--- src/usb_core_reset_pkg.sv ---
`default_nettype none
package usb_core_reset_pkg;

  // ----------------------------------------
  // Register map
  // ----------------------------------------
  localparam logic [11:0] RESET_CTRL_OFFSET  = 12'h010;
  localparam logic [11:0] EVENT_FLAGS_OFFSET = 12'h014;
  localparam logic [31:0] RESET_CTRL_RESET   = 32'h8000_0000;
  localparam logic [31:0] EVENT_FLAGS_RESET  = 32'h0400_0021;
  localparam logic [31:0] EVENT_FLAGS_FIXED  = 32'h0000_0021;

  // ----------------------------------------
  // Field positions
  // ----------------------------------------
  localparam int SEL_LSB            = 6;
  localparam int SEL_MSB            = 10;
  localparam int TX_FLUSH_BIT       = 5;
  localparam int RX_FLUSH_BIT       = 4;
  localparam int FRAME_RESET_BIT    = 2;
  localparam int BUS_RESET_BIT      = 1;
  localparam int CORE_RESET_BIT     = 0;
  localparam int IDLE_BIT           = 31;
  localparam int WAKEUP_BIT         = 31;
  localparam int SESSION_BIT        = 30;
  localparam int DISCONNECT_BIT     = 29;
  localparam int ID_CHANGE_BIT      = 28;
  localparam int PERIODIC_EMPTY_BIT = 26;
  localparam int CHANNEL_BIT        = 25;
  localparam int DEVICE_TX_FIFOS    = 4;

  // ----------------------------------------
  // Timing
  // ----------------------------------------
  localparam int CLOCK_PERIOD_NS = 5;
  localparam int ACTION_TIME_NS  = 40;
  localparam int ACTION_CYCLES   =
    (ACTION_TIME_NS + CLOCK_PERIOD_NS - 1) / CLOCK_PERIOD_NS;
  localparam logic [7:0] ACTION_LAST = 8'(ACTION_CYCLES - 1);
  localparam logic [4:0] SEL_RESET   = 5'h00;

  // ----------------------------------------
  // Types
  // ----------------------------------------
  typedef enum logic {CTRL_IDLE, CTRL_BUSY} ctrl_state_type;

  typedef struct packed {
    logic hostMode;
    logic resumeSeen;
    logic remoteWakeSeen;
    logic sessionRequestSeen;
    logic bDevice;
    logic vbusValid;
    logic disconnectSeen;
    logic idPin;
    logic periodicFifoHalfEmpty;
    logic periodicFifoEmpty;
    logic periodicFifoThreshold;
    logic anyChannelIrq;
  } usb_events_type;

  typedef struct packed {
    logic [3:0] txFifoFlush;
    logic       rxFifoFlush;
    logic       frameCounterClear;
    logic       busDomainReset;
    logic       usbDomainReset;
  } core_actions_type;

  typedef struct packed {
    logic             pready;
    logic             pslverr;
    logic [31:0]      prdata;
    ctrl_state_type   ctrlState;
    logic [7:0]       count;
    logic [4:0]       flushSel;
    logic             txFlush;
    logic             rxFlush;
    logic             frameReset;
    logic             busReset;
    logic             coreReset;
    logic             wakeup;
    logic             session;
    logic             disconnect;
    logic             idChange;
    logic             idPrev;
    logic             idValid;
    logic             vbusPrev;
    logic             periodicEmpty;
    logic             channelSummary;
    core_actions_type actions;
  } block_state_type;

endpackage
`default_nettype wire

--- src/usb_core_reset_and_irq_flags.sv ---
// Decided for this implementation: the APB interface to the registers.
`timescale 1ns/1ps
`default_nettype none

module usb_core_reset_and_irq_flags
  import usb_core_reset_pkg::*;
(
  input  wire logic             ref_clk,
  input  wire logic             reset_n,
  input  wire logic             psel,
  input  wire logic             penable,
  input  wire logic             pwrite,
  input  wire logic [11:0]      paddr,
  input  wire logic [31:0]      pwdata,
  input  wire logic [3:0]       pstrb,
  output logic      [31:0]      prdata,
  output logic                  pready,
  output logic                  pslverr,
  input  wire usb_events_type   events,
  output core_actions_type      actions
);

  // ----------------------------------------
  // Helpers
  // ----------------------------------------
  function automatic logic [31:0] byteMask(input logic [3:0] strb);
    logic [31:0] m;
    m = '0;
    for (int i = 0; i < 4; i++) begin
      m[i*8 +: 8] = {8{strb[i]}};
    end
    return m;
  endfunction

  // Whole-word decode: byte lanes of a word never select another register
  function automatic logic regHit(
    input logic [11:0] addr,
    input logic [11:0] offset
  );
    return addr[11:2] == offset[11:2];
  endfunction

  // ----------------------------------------
  // Flag and action helpers
  // ----------------------------------------
  function automatic logic [3:0] txFifoMask(
    input logic [4:0] sel,
    input logic       host
  );
    logic [3:0] m;
    m = '0;
    if (host) begin
      if (sel[4]) begin
        m = 4'h3;
      end else if (sel == 5'h00) begin
        m = 4'h1;
      end else if (sel == 5'h01) begin
        m = 4'h2;
      end
    end else begin
      if (sel[4]) begin
        m = 4'hF;
      end else if (sel < 5'(DEVICE_TX_FIFOS)) begin
        m = 4'(4'h1 << sel[1:0]);
      end
    end
    return m;
  endfunction

  // Set beats clear so no event is lost
  function automatic logic flagNext(
    input logic cur,
    input logic set,
    input logic clr
  );
    return set | (cur & ~clr);
  endfunction

  // Sources of the four sticky flags, in register bit order 31..28
  function automatic logic [3:0] eventSets(
    input usb_events_type ev,
    input logic           vbusPrev,
    input logic           idPrev,
    input logic           idValid
  );
    logic [3:0] s;
    s    = '0;
    s[3] = ev.hostMode ? ev.remoteWakeSeen : ev.resumeSeen;
    s[2] = ev.bDevice ? (ev.vbusValid & ~vbusPrev)
                      : ev.sessionRequestSeen;
    s[1] = ev.hostMode & ev.disconnectSeen;
    s[0] = idValid & (ev.idPin != idPrev);
    return s;
  endfunction

  // Core strobes follow the latched action bits, except that a core reset also drives the bus domain reset
  function automatic core_actions_type actionStrobes(
    input logic       tx,
    input logic       rx,
    input logic       frame,
    input logic       bus,
    input logic       core,
    input logic [4:0] sel,
    input logic       host
  );
    core_actions_type a;
    a                   = '0;
    if (tx) begin
      a.txFifoFlush     = txFifoMask(sel, host);
    end
    a.rxFifoFlush       = rx;
    a.frameCounterClear = frame;
    a.busDomainReset    = bus | core;
    a.usbDomainReset    = core;
    return a;
  endfunction

  // Value after reset; only the periodic empty flag starts high
  function automatic block_state_type resetImage();
    block_state_type s;
    s               = '0;
    s.ctrlState     = CTRL_IDLE;
    s.flushSel      = SEL_RESET;
    s.periodicEmpty = EVENT_FLAGS_RESET[PERIODIC_EMPTY_BIT];
    return s;
  endfunction

  // ----------------------------------------
  // State
  // ----------------------------------------
  block_state_type state;
  block_state_type next_state;

  logic        setupDone;
  logic        accessEdge;
  logic        hitCtrl;
  logic        hitFlags;
  logic        ctrlWr;
  logic        flagsWr;
  logic [31:0] wmask;
  logic [31:0] wbits;
  logic [31:0] ctrlRead;
  logic [31:0] flagsRead;
  logic        wakeSet;
  logic        sessSet;
  logic        discSet;
  logic        idSet;
  logic        anyAction;

  assign hitCtrl  = regHit(paddr, RESET_CTRL_OFFSET);
  assign hitFlags = regHit(paddr, EVENT_FLAGS_OFFSET);

  // ----------------------------------------
  // Read images
  // ----------------------------------------
  always_comb begin
    ctrlRead                 = '0;
    ctrlRead[IDLE_BIT]       = RESET_CTRL_RESET[IDLE_BIT];
    ctrlRead[SEL_MSB:SEL_LSB] = state.flushSel;
    ctrlRead[TX_FLUSH_BIT]   = state.txFlush;
    ctrlRead[RX_FLUSH_BIT]   = state.rxFlush;
    ctrlRead[FRAME_RESET_BIT] = state.frameReset;
    ctrlRead[BUS_RESET_BIT]  = state.busReset;
    ctrlRead[CORE_RESET_BIT] = state.coreReset;
  end

  always_comb begin
    flagsRead                     = EVENT_FLAGS_FIXED;
    flagsRead[WAKEUP_BIT]         = state.wakeup;
    flagsRead[SESSION_BIT]        = state.session;
    flagsRead[DISCONNECT_BIT]     = state.disconnect;
    flagsRead[ID_CHANGE_BIT]      = state.idChange;
    flagsRead[PERIODIC_EMPTY_BIT] = state.periodicEmpty;
    flagsRead[CHANNEL_BIT]        = state.channelSummary;
  end

  // ----------------------------------------
  // Next state
  // ----------------------------------------
  always_comb begin
    next_state = state;

    // ----------------------------------------
    // Bus answer
    // ----------------------------------------
    // One wait state: pready rises in the second access cycle
    setupDone  = psel & penable & ~state.pready;
    accessEdge = psel & penable & state.pready;
    wmask      = byteMask(pstrb);
    wbits      = pwdata & wmask;
    ctrlWr     = accessEdge & pwrite & hitCtrl;
    flagsWr    = accessEdge & pwrite & hitFlags;

    next_state.pready  = setupDone;
    next_state.pslverr = 1'b0;
    next_state.prdata  = '0;
    if (setupDone) begin
      if (hitCtrl) begin
        next_state.prdata = pwrite ? 32'h0000_0000 : ctrlRead;
      end else if (hitFlags) begin
        next_state.prdata = pwrite ? 32'h0000_0000 : flagsRead;
      end else begin
        // Unmapped words answer with an error instead of stalling the bus
        next_state.pslverr = 1'b1;
      end
    end

    // ----------------------------------------
    // Event sources
    // ----------------------------------------
    {wakeSet, sessSet, discSet, idSet} =
      eventSets(events, state.vbusPrev, state.idPrev, state.idValid);

    next_state.vbusPrev = events.vbusValid;
    next_state.idPrev   = events.idPin;
    // Armed one edge late, so leaving reset fakes no ID change
    next_state.idValid  = 1'b1;

    // ----------------------------------------
    // Sticky flags, write one to clear
    // ----------------------------------------
    next_state.wakeup = flagNext(state.wakeup, wakeSet,
      flagsWr & wbits[WAKEUP_BIT]);
    next_state.session = flagNext(state.session, sessSet,
      flagsWr & wbits[SESSION_BIT]);
    next_state.disconnect = flagNext(state.disconnect, discSet,
      flagsWr & wbits[DISCONNECT_BIT]);
    next_state.idChange = flagNext(state.idChange, idSet,
      flagsWr & wbits[ID_CHANGE_BIT]);

    // ----------------------------------------
    // Live flags
    // ----------------------------------------
    // Writes have no effect on them
    next_state.periodicEmpty = events.hostMode &
      (events.periodicFifoThreshold ? events.periodicFifoEmpty
                                    : events.periodicFifoHalfEmpty);
    next_state.channelSummary =
      events.hostMode & events.anyChannelIrq;

    // ----------------------------------------
    // Action sequencer
    // ----------------------------------------
    anyAction = wbits[TX_FLUSH_BIT] | wbits[RX_FLUSH_BIT] |
                (wbits[FRAME_RESET_BIT] & events.hostMode) |
                wbits[BUS_RESET_BIT] | wbits[CORE_RESET_BIT];

    unique case (state.ctrlState)
      CTRL_IDLE: begin
        if (ctrlWr) begin
          if (pstrb[0]) begin
            next_state.flushSel[1:0] = pwdata[SEL_LSB+1:SEL_LSB];
          end
          if (pstrb[1]) begin
            next_state.flushSel[4:2] = pwdata[SEL_MSB:SEL_LSB+2];
          end
          if (anyAction) begin
            next_state.txFlush    = wbits[TX_FLUSH_BIT];
            next_state.rxFlush    = wbits[RX_FLUSH_BIT];
            next_state.frameReset = wbits[FRAME_RESET_BIT] &
                                    events.hostMode;
            next_state.busReset   = wbits[BUS_RESET_BIT];
            next_state.coreReset  = wbits[CORE_RESET_BIT];
            next_state.count      = ACTION_LAST;
            next_state.ctrlState  = CTRL_BUSY;
          end
        end
      end
      CTRL_BUSY: begin
        // Selector is frozen while an action runs, but the
        // flushed set still follows the live events.hostMode
        if (state.count == 8'h00) begin
          next_state.txFlush    = 1'b0;
          next_state.rxFlush    = 1'b0;
          next_state.frameReset = 1'b0;
          next_state.busReset   = 1'b0;
          next_state.coreReset  = 1'b0;
          next_state.ctrlState  = CTRL_IDLE;
          if (state.busReset | state.coreReset) begin
            next_state.wakeup     = 1'b0;
            next_state.session    = 1'b0;
            next_state.disconnect = 1'b0;
            next_state.idChange   = 1'b0;
          end
          if (state.coreReset) begin
            next_state.flushSel = SEL_RESET;
          end
        end else begin
          next_state.count = state.count - 8'h01;
        end
      end
    endcase

    // ----------------------------------------
    // Strobes to the core
    // ----------------------------------------
    next_state.actions = actionStrobes(next_state.txFlush, next_state.rxFlush,
      next_state.frameReset, next_state.busReset, next_state.coreReset,
      next_state.flushSel, events.hostMode);
  end

  // ----------------------------------------
  // Registers
  // ----------------------------------------
  always_ff @(posedge ref_clk) begin
    if (!reset_n) begin
      state <= resetImage();
    end else begin
      state <= next_state;
    end
  end

  // ----------------------------------------
  // Outputs
  // ----------------------------------------
  assign prdata  = state.prdata;
  assign pready  = state.pready;
  assign pslverr = state.pslverr;
  assign actions = state.actions;

endmodule // usb_core_reset_and_irq_flags
`default_nettype wire

--- config.mk ---
export PLATFORM = sky130hd
export DESIGN_NAME = usb_core_reset_and_irq_flags
export DESIGN_NICKNAME = d
export VERILOG_FILES = /design/src/usb_core_reset_pkg.sv /design/src/usb_core_reset_and_irq_flags.sv
export SDC_FILE = /design/constraint.sdc
export NUM_CORES = 1
export LEC_CHECK = 0
export ABC_AREA = 1
export BUFFER_PORTS_ARGS = -buffer_cell sky130_fd_sc_hd__buf_2
export CELL_PAD_IN_SITES_DETAIL_PLACEMENT = 0
export CELL_PAD_IN_SITES_GLOBAL_PLACEMENT = 2
export CORE_MARGIN = 2
export CORE_UTILIZATION = 23
export DETAILED_ROUTE_END_ITERATION = 6
export HOLD_SLACK_MARGIN = 0.03
export MAX_ROUTING_LAYER = met4
export PLACE_DENSITY = 0.78
export SETUP_SLACK_MARGIN = 0.2
export SKIP_LAST_GASP = 1
export SLEW_MARGIN = 30
export SYNTH_ARGS = -nofsm -noshare
export SYNTH_HDL_FRONTEND = slang
export SYNTH_SLANG_ARGS = --single-unit
--- constraint.sdc ---
create_clock -name ref_clk -period 1.5 [get_ports ref_clk]
set_input_delay 0.075 -clock ref_clk [delete_from_list [all_inputs] [get_ports ref_clk]]
set_output_delay 0.075 -clock ref_clk [all_outputs]
set_load 0.03 [all_outputs]
# == After elaboration in Yosys (flattened, before gate mapping) ==
# Cells that the tools add are included.
# word_totals
elab_cells,106
output_inout_bits,42
inputBits,65
reg_bits,67
# classes
reduce_logical,6
mux,28
n_eq_ne,7
add_sub_neg,1
bitwise_logic,40
n_lt_le_gt_ge,1
shift,1
# ops
op,n
32-bit 2-to-1 mux,4
19-bit one-hot mux with 2 select lines,1
32-bit AND,1
4-bit 2-to-1 mux,6
1-bit AND,20
10-bit by 3-bit equality test with 1-bit output (second input constant),2
19-bit 2-to-1 mux,1
14-bit 2-to-1 mux,1
12-bit 2-to-1 mux,1
5-bit 2-to-1 mux,2
1-bit OR,10
9-bit 2-to-1 mux,1
1-bit NOT,9
8-bit zero test,1
2-bit 2-to-1 mux,4
8-bit 2-to-1 mux,1
8-bit by 1-bit subtractor with 8-bit output (second input constant),1
2-bit != test (second input constant),3
5-bit by 1-bit equality test with 1-bit output (second input constant),1
5-bit zero test,1
5-bit by 3-bit less-than comparator with 1-bit output (second input constant),1
1-bit 2-to-1 mux,5
2-bit AND reduction,2
1-bit by 2-bit << shifter with 4-bit output (first input constant),1
other kinds (4),4

# == Longest topological paths before layout ==
# Gate-level depths: netlist (run 1).
# depth
depth_word,18
ltp_mapped,13
mapped_depth_nobuf,13

# == Worst setup path before layout (run 1) ==
# OpenSTA, ideal clock, no wires.
# synth_path
kind,register -> register
from,"register state, in the netlist pready"
to,"register state, in the netlist actions[6]"
arrival_time_ns,1.534
setup_ns,0.070
path_slack_ns,-0.104
stages_incl_launch_ff,11
n_path_buf,0
required_ns,1.430
cell_sequence,dfxtp_1 > nand4_4 > inv_2 > nand3_2 > nand2_1 > nand2_1 > nand2_1 > nand2_2 > nor2_4 > nand3_1 > a21oi_1
# synth_via
elab_chain_len,9
# synth_rtl
item,line,source
start: declaration,usb_core_reset_and_irq_flags.sv:131,block_state_type state;
start signal: assignment,usb_core_reset_and_irq_flags.sv:307,state <= resetImage();
start signal: assignment,usb_core_reset_and_irq_flags.sv:309,state <= next_state;
1-bit AND *,usb_core_reset_and_irq_flags.sv:188,accessEdge = psel & penable & state.pready;
1-bit AND * (2 in a row),usb_core_reset_and_irq_flags.sv:191,ctrlWr = accessEdge & pwrite & hitCtrl;
19-bit 2-to-1 mux *,usb_core_reset_and_irq_flags.sv:250,if (ctrlWr) begin
19-bit one-hot mux with 2 select lines *,usb_core_reset_and_irq_flags.sv:248,unique case (state.ctrlState)
5-bit by 3-bit less-than comparator with 1-bit output or 1-bit by 2-bit << shifter with 4-bit output (tied branches),"usb_core_reset_and_irq_flags.sv:63, usb_core_reset_and_irq_flags.sv:64",
4-bit 2-to-1 mux,usb_core_reset_and_irq_flags.sv:63,end else if (sel < 5'(DEVICE_TX_FIFOS)) begin
4-bit 2-to-1 mux,usb_core_reset_and_irq_flags.sv:61,if (sel[4]) begin
4-bit 2-to-1 mux,usb_core_reset_and_irq_flags.sv:52,if (host) begin
# Every way passes the cells marked *; elsewhere a longest branch is shown, timed or not. The select of a mux whose other input is x is not followed.
# A chain may end at the register's enable or synchronous reset.

# == Worst setup path in the final report (run 1) ==
# layout_path
from,register state[28] (netlist name)
to,"register state, in the netlist actions[1]"
# layout_via
elab_chain_len,4
# layout_rtl
item,line,source
8-bit zero test,usb_core_reset_and_irq_flags.sv:272,if (state.count == 8'h00) begin
14-bit 2-to-1 mux,usb_core_reset_and_irq_flags.sv:272,
19-bit one-hot mux with 2 select lines,usb_core_reset_and_irq_flags.sv:248,
1-bit OR,usb_core_reset_and_irq_flags.sv:113,a.busDomainReset = bus | core;
# No other way between the ends.

==> results of run 1 <==
## critical path, stage by stage (launching register included)
cell and delay [ps]:
dfxtp_2 330, inv_2 80, ha_4 150, nand3_4 70
nor2_4 150, nand2_2 70, buf_4 140, buf_6 110
nand3_2 60, o21ai_2 50, nand2_1 80, nand2_1 50
## timing repair
action,in CTS,in global routing
setup buffers,9,7
resized for setup,41,34
hold buffers,6,0
setup endpoints to repair,32,43
pin swaps,20,22
hold endpoints to repair,5,0
## per-stage QoR
step / worst slack [ps] / TNS (ps) / instance area, um2
finish: 61.2 / 0 / 3550
global route: -62.2 / -309 / 3550
CTS: 77.1 / 0 / 3390
detailed placement: -61.6 / -230 / 3020
global placement: -17.9 / -67.9 / 3020
floorplan: 136 / 0 / 2650
## flip-flops by register name (all words and copies together), names as in the netlist, named ones only
name	count
prdata	16
state	12
ctrlRead	7
actions	6
flagsRead	6
pready	1
pslverr	1
## routing by layer
metal	vias up	track usage
met5	-	-
met4	0	0.0217
met3	4	0.0225
met2	48	0.204
met1	1060	0.138
li1	1231	-
## cell type report
cell class | instances | share of cell area
Clock buffer | 5 | 0.0194
Clock inverter | 3 | 0.0123
Inverter | 42 | 0.0454
Multi-Input combinational cell | 224 | 0.376
Sequential cell | 51 | 0.289
Tap cell | 140 | 0.0493
Timing Repair Buffer | 115 | 0.208
## cells in the final DEF (no fill, tap or decap), drive strengths merged, types with 9 or more instances in the layout
cell / instances
nand4: 9
inv: 41
nor2: 44
nand3: 20
conb: 16
o21ai: 23
a21oi: 20
dfxtp: 51
nand2: 76
buf: 109
## synthesized netlist by cell type
cell	count	area, um2
xor2_1	1	8.76
or2_0	1	6.26
nor2_4	8	90.1
buf_4	42	315
buf_2	2	10.0
conb_1	1	3.75
nand3_2	1	10.0
a21boi_1	1	7.51
nor3_4	1	16.3
nand4_4	1	21.3
clkinv_1	1	3.75
nor3_1	2	10.0
o21ai_1	2	10.0
inv_2	2	7.51
a21oi_1	20	100
nand2_1	70	263
o21ai_0	20	100
nand3_1	19	95.1
mux2i_1	1	10.0
o21ai_2	1	8.76
nand2_4	1	11.3
nand2_2	5	31.3
nor2_1	35	131
and3_1	1	6.26
nand4_1	8	50.1
or2_2	2	12.5
dfxtp_1	51	1020
o211ai_1	2	15.0
nand3b_1	1	7.51
nor2_2	1	6.26
ha_1	2	25.0
clkbuf_1	1	3.75
a31oi_1	1	6.26
inv_1	39	146
## report_power, final
group	internal, mW	switching (mW)	leakage, nW
clock network	0.497	0.460	0.0581
registers	1.37	0.00719	0.416
logic	0.0903	0.160	1.20
total	1.96	0.628	1.68
## worst max-delay path by stage
stage | start | endpoint | slack [ps] | cells past startpoint
3_5_place_dp | state[28]$_SDFFE_PN0P_ | actions[6]$_SDFF_PN0_ | -60 | 10
2_1_floorplan | pready$_SDFF_PN0_ | actions[6]$_SDFF_PN0_ | 140 | 10
5_1_grt | pready$_SDFF_PN0_ | actions[7]$_SDFF_PN0_ | -60 | 10
4_1_cts | pready$_SDFF_PN0_ | actions[6]$_SDFF_PN0_ | 80 | 10
3_3_place_gp | state[27]$_SDFFE_PN0P_ | actions[7]$_SDFF_PN0_ | -20 | 10
6_report | state[28]$_SDFFE_PN0P_ | actions[1]$_SDFF_PN0_ | 60 | 11
## cells by family after synthesis
group	share of synthesized area
AOI/OAI and AO/OA	0.0964
other	0.00146
and+or+nand+nor	0.299
buffers and inverters	0.189
muxes	0.00389
DFF	0.397
adders and majority gates	0.00973
xor gates and xnor gates	0.00341
==> impl_metrics.toml, run 1 <==
[status]
status = "finished, final reports clean"

[route]
wl_met3_um = 282
drc = 0
drt-initial-drc-count = 66
routed_wl_um = 6630
top_layer = "met4"
firstDrtPassIters = 4
wl_per_cell_um = 11.4
viasPerCell = 4.04
vias = 2343
postRouteAntennaNets = 0
wl_met1_um = 2970
wl_met2_um = 3330

[worst_setup_path]
critPathKind = "flip-flop to flip-flop"
cp_max_fo = 2
cp-end-kind = "flip-flop"
required_ps = 1700
start_kind = "flip-flop"
r2r-end = "actions[1]$_SDFF_PN0_"
r2r-start = "state[28]$_SDFFE_PN0P_"
r2r_setup_slack_ps = 60
arrival_ps = 1640
reg2reg_depth = 11

[place]
place_congestion = 0.805
dp_hpwl_um = 5090
placedCellCount = 550
portBuffers = 69

[synth]
syn_area_um2 = 2570
ys_seq_area_frac = 0.397
yosysWarnings = 0
synth_cell_type_count = 34
synth.avg_cell_area_um2 = 7.41
ys_ff_latch = 51
synthCells = 347

[hold_path]
hp-start = "events[9]"
hold_depth = 3
hp-class = "input pin to flip-flop"
min_to = "flagsRead[31]$_SDFF_PN0_"

[pwr]
power_mw = 2.58
peakVddDrop_uv = 384
p_leak_nw = 1.68
p_per_area_nw_per_um2 = 727

[finish]
post-route-util = 0.326
nFillCells = 1183
fin_cells = 580
multi_input_area_um2 = 1340
nets = 506
drive_gt1_frac = 0.441
antennaDiodeCount = 0
area_growth_pct = 38.2
regArea_um2 = 1030

[clocking]
cts_tree = "built"
root_buffer = "clkbuf_8"
clock_latency_ps = 300
clock_path_buffers = 2
cts.htree.levels = 2
clkSlewWorstSetupHoldPaths_ps = 100
clock_sinks = 51
cts_buffers = 5

[floorplanning]
die_h_um = 110
core-area_um2 = 10900
io_pins = 107
die_x_um = 110
start_util = 0.236
die_area_um2 = 12000
num_rows = 38

[global_routing]
grtUsageTotal = 0.116
grt_pass1_vias = 2296
grt_max_degree = 17
overflow = 0
grt_pass1_wl_um = 10500
antenna_found_initial = 0

[timing]
hold_viol = 0
period_minus_slack_ps = 1440
holdWs_ps = 43.7
slew_violations = 0
fin_skew_ps = 8.70
finalCritPeriodShare = 0.959
setup_viol = 0
rsz0062_at_grt = "yes"
max_freq_ghz = 0.695

[job]
maxCapViolCount = 0
Note: power is estimated with default switching activity, not from simulation.
==> run 2, diff against run 1 <==
--- a/config.mk
+++ b/config.mk
@@ -6,10 +6,10 @@
 export NUM_CORES = 1
 export LEC_CHECK = 0
 export ABC_AREA = 1
+export ABC_CLOCK_PERIOD_IN_PS = 1500
 export BUFFER_PORTS_ARGS = -buffer_cell sky130_fd_sc_hd__buf_2
 export CELL_PAD_IN_SITES_DETAIL_PLACEMENT = 0
 export CELL_PAD_IN_SITES_GLOBAL_PLACEMENT = 2
-export CORE_MARGIN = 2
 export CORE_UTILIZATION = 23
 export DETAILED_ROUTE_END_ITERATION = 6
 export HOLD_SLACK_MARGIN = 0.03
==> impl_metrics.toml, run 2 (synthesized netlist as in run 1, its figures left out) <==
[global_routing]
grt_pass1_vias = 2252
grtUsageTotal = 0.120
grt_pass1_wl_um = 10500
grt_max_degree = 17
overflow = 0
antenna_found_initial = 0

[timing]
setup_tns_ps = 0
layout_setup_ws_ps = 33.9
rsz0062_at_grt = "yes"
max_freq_ghz = 0.682
hold_viol = 0
finalCritPeriodShare = 0.977
setup_viol = 0
slew_violations = 0
period_minus_slack_ps = 1470
fin_skew_ps = 4.87

[worst_setup_path]
cp_max_fo = 4
arrival_ps = 1710
start_kind = "flip-flop"
r2r_setup_slack_ps = 30
required_ps = 1750
critPathKind = "flip-flop to flip-flop"
critPathLaunch = "state[27]$_SDFFE_PN0P_"
cp-end-kind = "flip-flop"
r2r-end = "actions[5]$_SDFF_PN0_"
reg2reg_depth = 10
r2r-start = "state[27]$_SDFFE_PN0P_"

[hold_path]
min_to = "flagsRead[31]$_SDFF_PN0_"
hp-start = "events[10]"
hp-class = "input pin to flip-flop"
hold_depth = 3

[place]
pre_cts_ws_ps = -55.5
portBuffers = 69
place_congestion = 0.799
dp_hpwl_um = 5130
placedCellCount = 552
dpl-instance-area_um2 = 3040

[finish]
area_growth_pct = 42.1
drive_gt1_frac = 0.452
antennaDiodeCount = 0
stdcell_area_um2 = 3650
final_cell_mix = "buf_2 (69), nand2_1 (53), dfxtp_1 (46)"
multi_input_area_um2 = 1400
fin_cells = 580
nFillCells = 1159
final_common_cell = "buf_2"
regArea_um2 = 1030
nets = 506
largest_reg_flops = 16

[route]
drt-initial-drc-count = 67
routed_wl_um = 6740
wl_per_cell_um = 11.6
vias = 2368
drc = 0
viasPerCell = 4.08
postRouteAntennaNets = 0
firstDrtPassIters = 4

[floorplanning]
core-area_um2 = 10900
io_pins = 107
start_util = 0.236
die_area_um2 = 11600
num_rows = 38
die_h_um = 108
die_x_um = 108

[pwr]
peakVddDrop_uv = 314
power_mw = 2.77
p_leak_nw = 1.69
p_per_area_nw_per_um2 = 758

[status]
status = "finished, final reports clean"

[clocking]
clkSlewWorstSetupHoldPaths_ps = 100
cts_tree = "built"
cts.htree.levels = 2
cts_buffers = 5
root_buffer = "clkbuf_8"
clock_path_buffers = 2
clock_sinks = 51
clock_latency_ps = 310

[job]
maxCapViolCount = 0
-- run 2: cell count changes in the layout (fill, tap and decap cells not counted), sizes merged --
cell,change
buf,-1
bufinv,+1
clkinv,-2
clkinvlp,+1
dlygate4sd3,+1
-- run 2: worst max path at each step --
stage | end | slack (ps)
floorplan | actions[6]$_SDFF_PN0_ | 140
global placement | actions[7]$_SDFF_PN0_ | -30
detailed placement | actions[7]$_SDFF_PN0_ | -60
CTS | actions[5]$_SDFF_PN0_ | 70
global route | actions[5]$_SDFF_PN0_ | -70
finish | actions[5]$_SDFF_PN0_ | 30
-- run 2: metal layers --
| layer | global-route usage | share of wire | vias to the layer above |
|---|---|---|---|
| met1 | 0.140 | 0.43 | 1068 |
| met5 | - | 0 | - |
| met2 | 0.212 | 0.51 | 60 |
| met3 | 0.0206 | 0.052 | 8 |
| met4 | 0.0323 | 0.0074 | 0 |
| li1 | - | - | 1232 |
-- run 2: area by class of cell --
cell class                 count  area share
clock buffer                   5      0.0188
clock inverter                 3      0.0185
inverter                      42      0.0445
multi-input combinational    224       0.382
sequential                    51       0.282
tap                          140      0.0479
timing repair buffer         115       0.207
-- run 2: power breakdown --
| part | switching (mW) | internal [mW] |
|---|---|---|
| combinational | 0.162 | 0.0925 |
| clock | 0.473 | 0.665 |
| sequential | 0.00715 | 1.37 |
-- run 2: timing repair --
| action | CTS | global route |
|---|---|---|
| hold endpoints to repair | 6 | 0 |
| setup endpoints to repair | 34 | 42 |
| setup buffers | 12 | 1 |
| hold buffers | 7 | 0 |
| pin swaps | 22 | 22 |
| gates resized for setup | 46 | 40 |
-- run 2: stage by stage --
step            util  hold slack, ps
3_3_place_gp   0.279             274
5_1_grt        0.336            44.8
3_5_place_dp   0.279             280
6_report       0.336            35.5
4_1_cts        0.321            31.4
2_1_floorplan      -             103
-- run 2: worst max-delay path: stages, from the launching register on --
cell,delay [ps]
dfxtp_2,340
inv_2,70
ha_4,150
nand3_4,60
nor2_4,160
nand2_4,110
nand3_4,90
nand2_4,50
nor2_4,160
nand2_1,90
a21oi_2,120
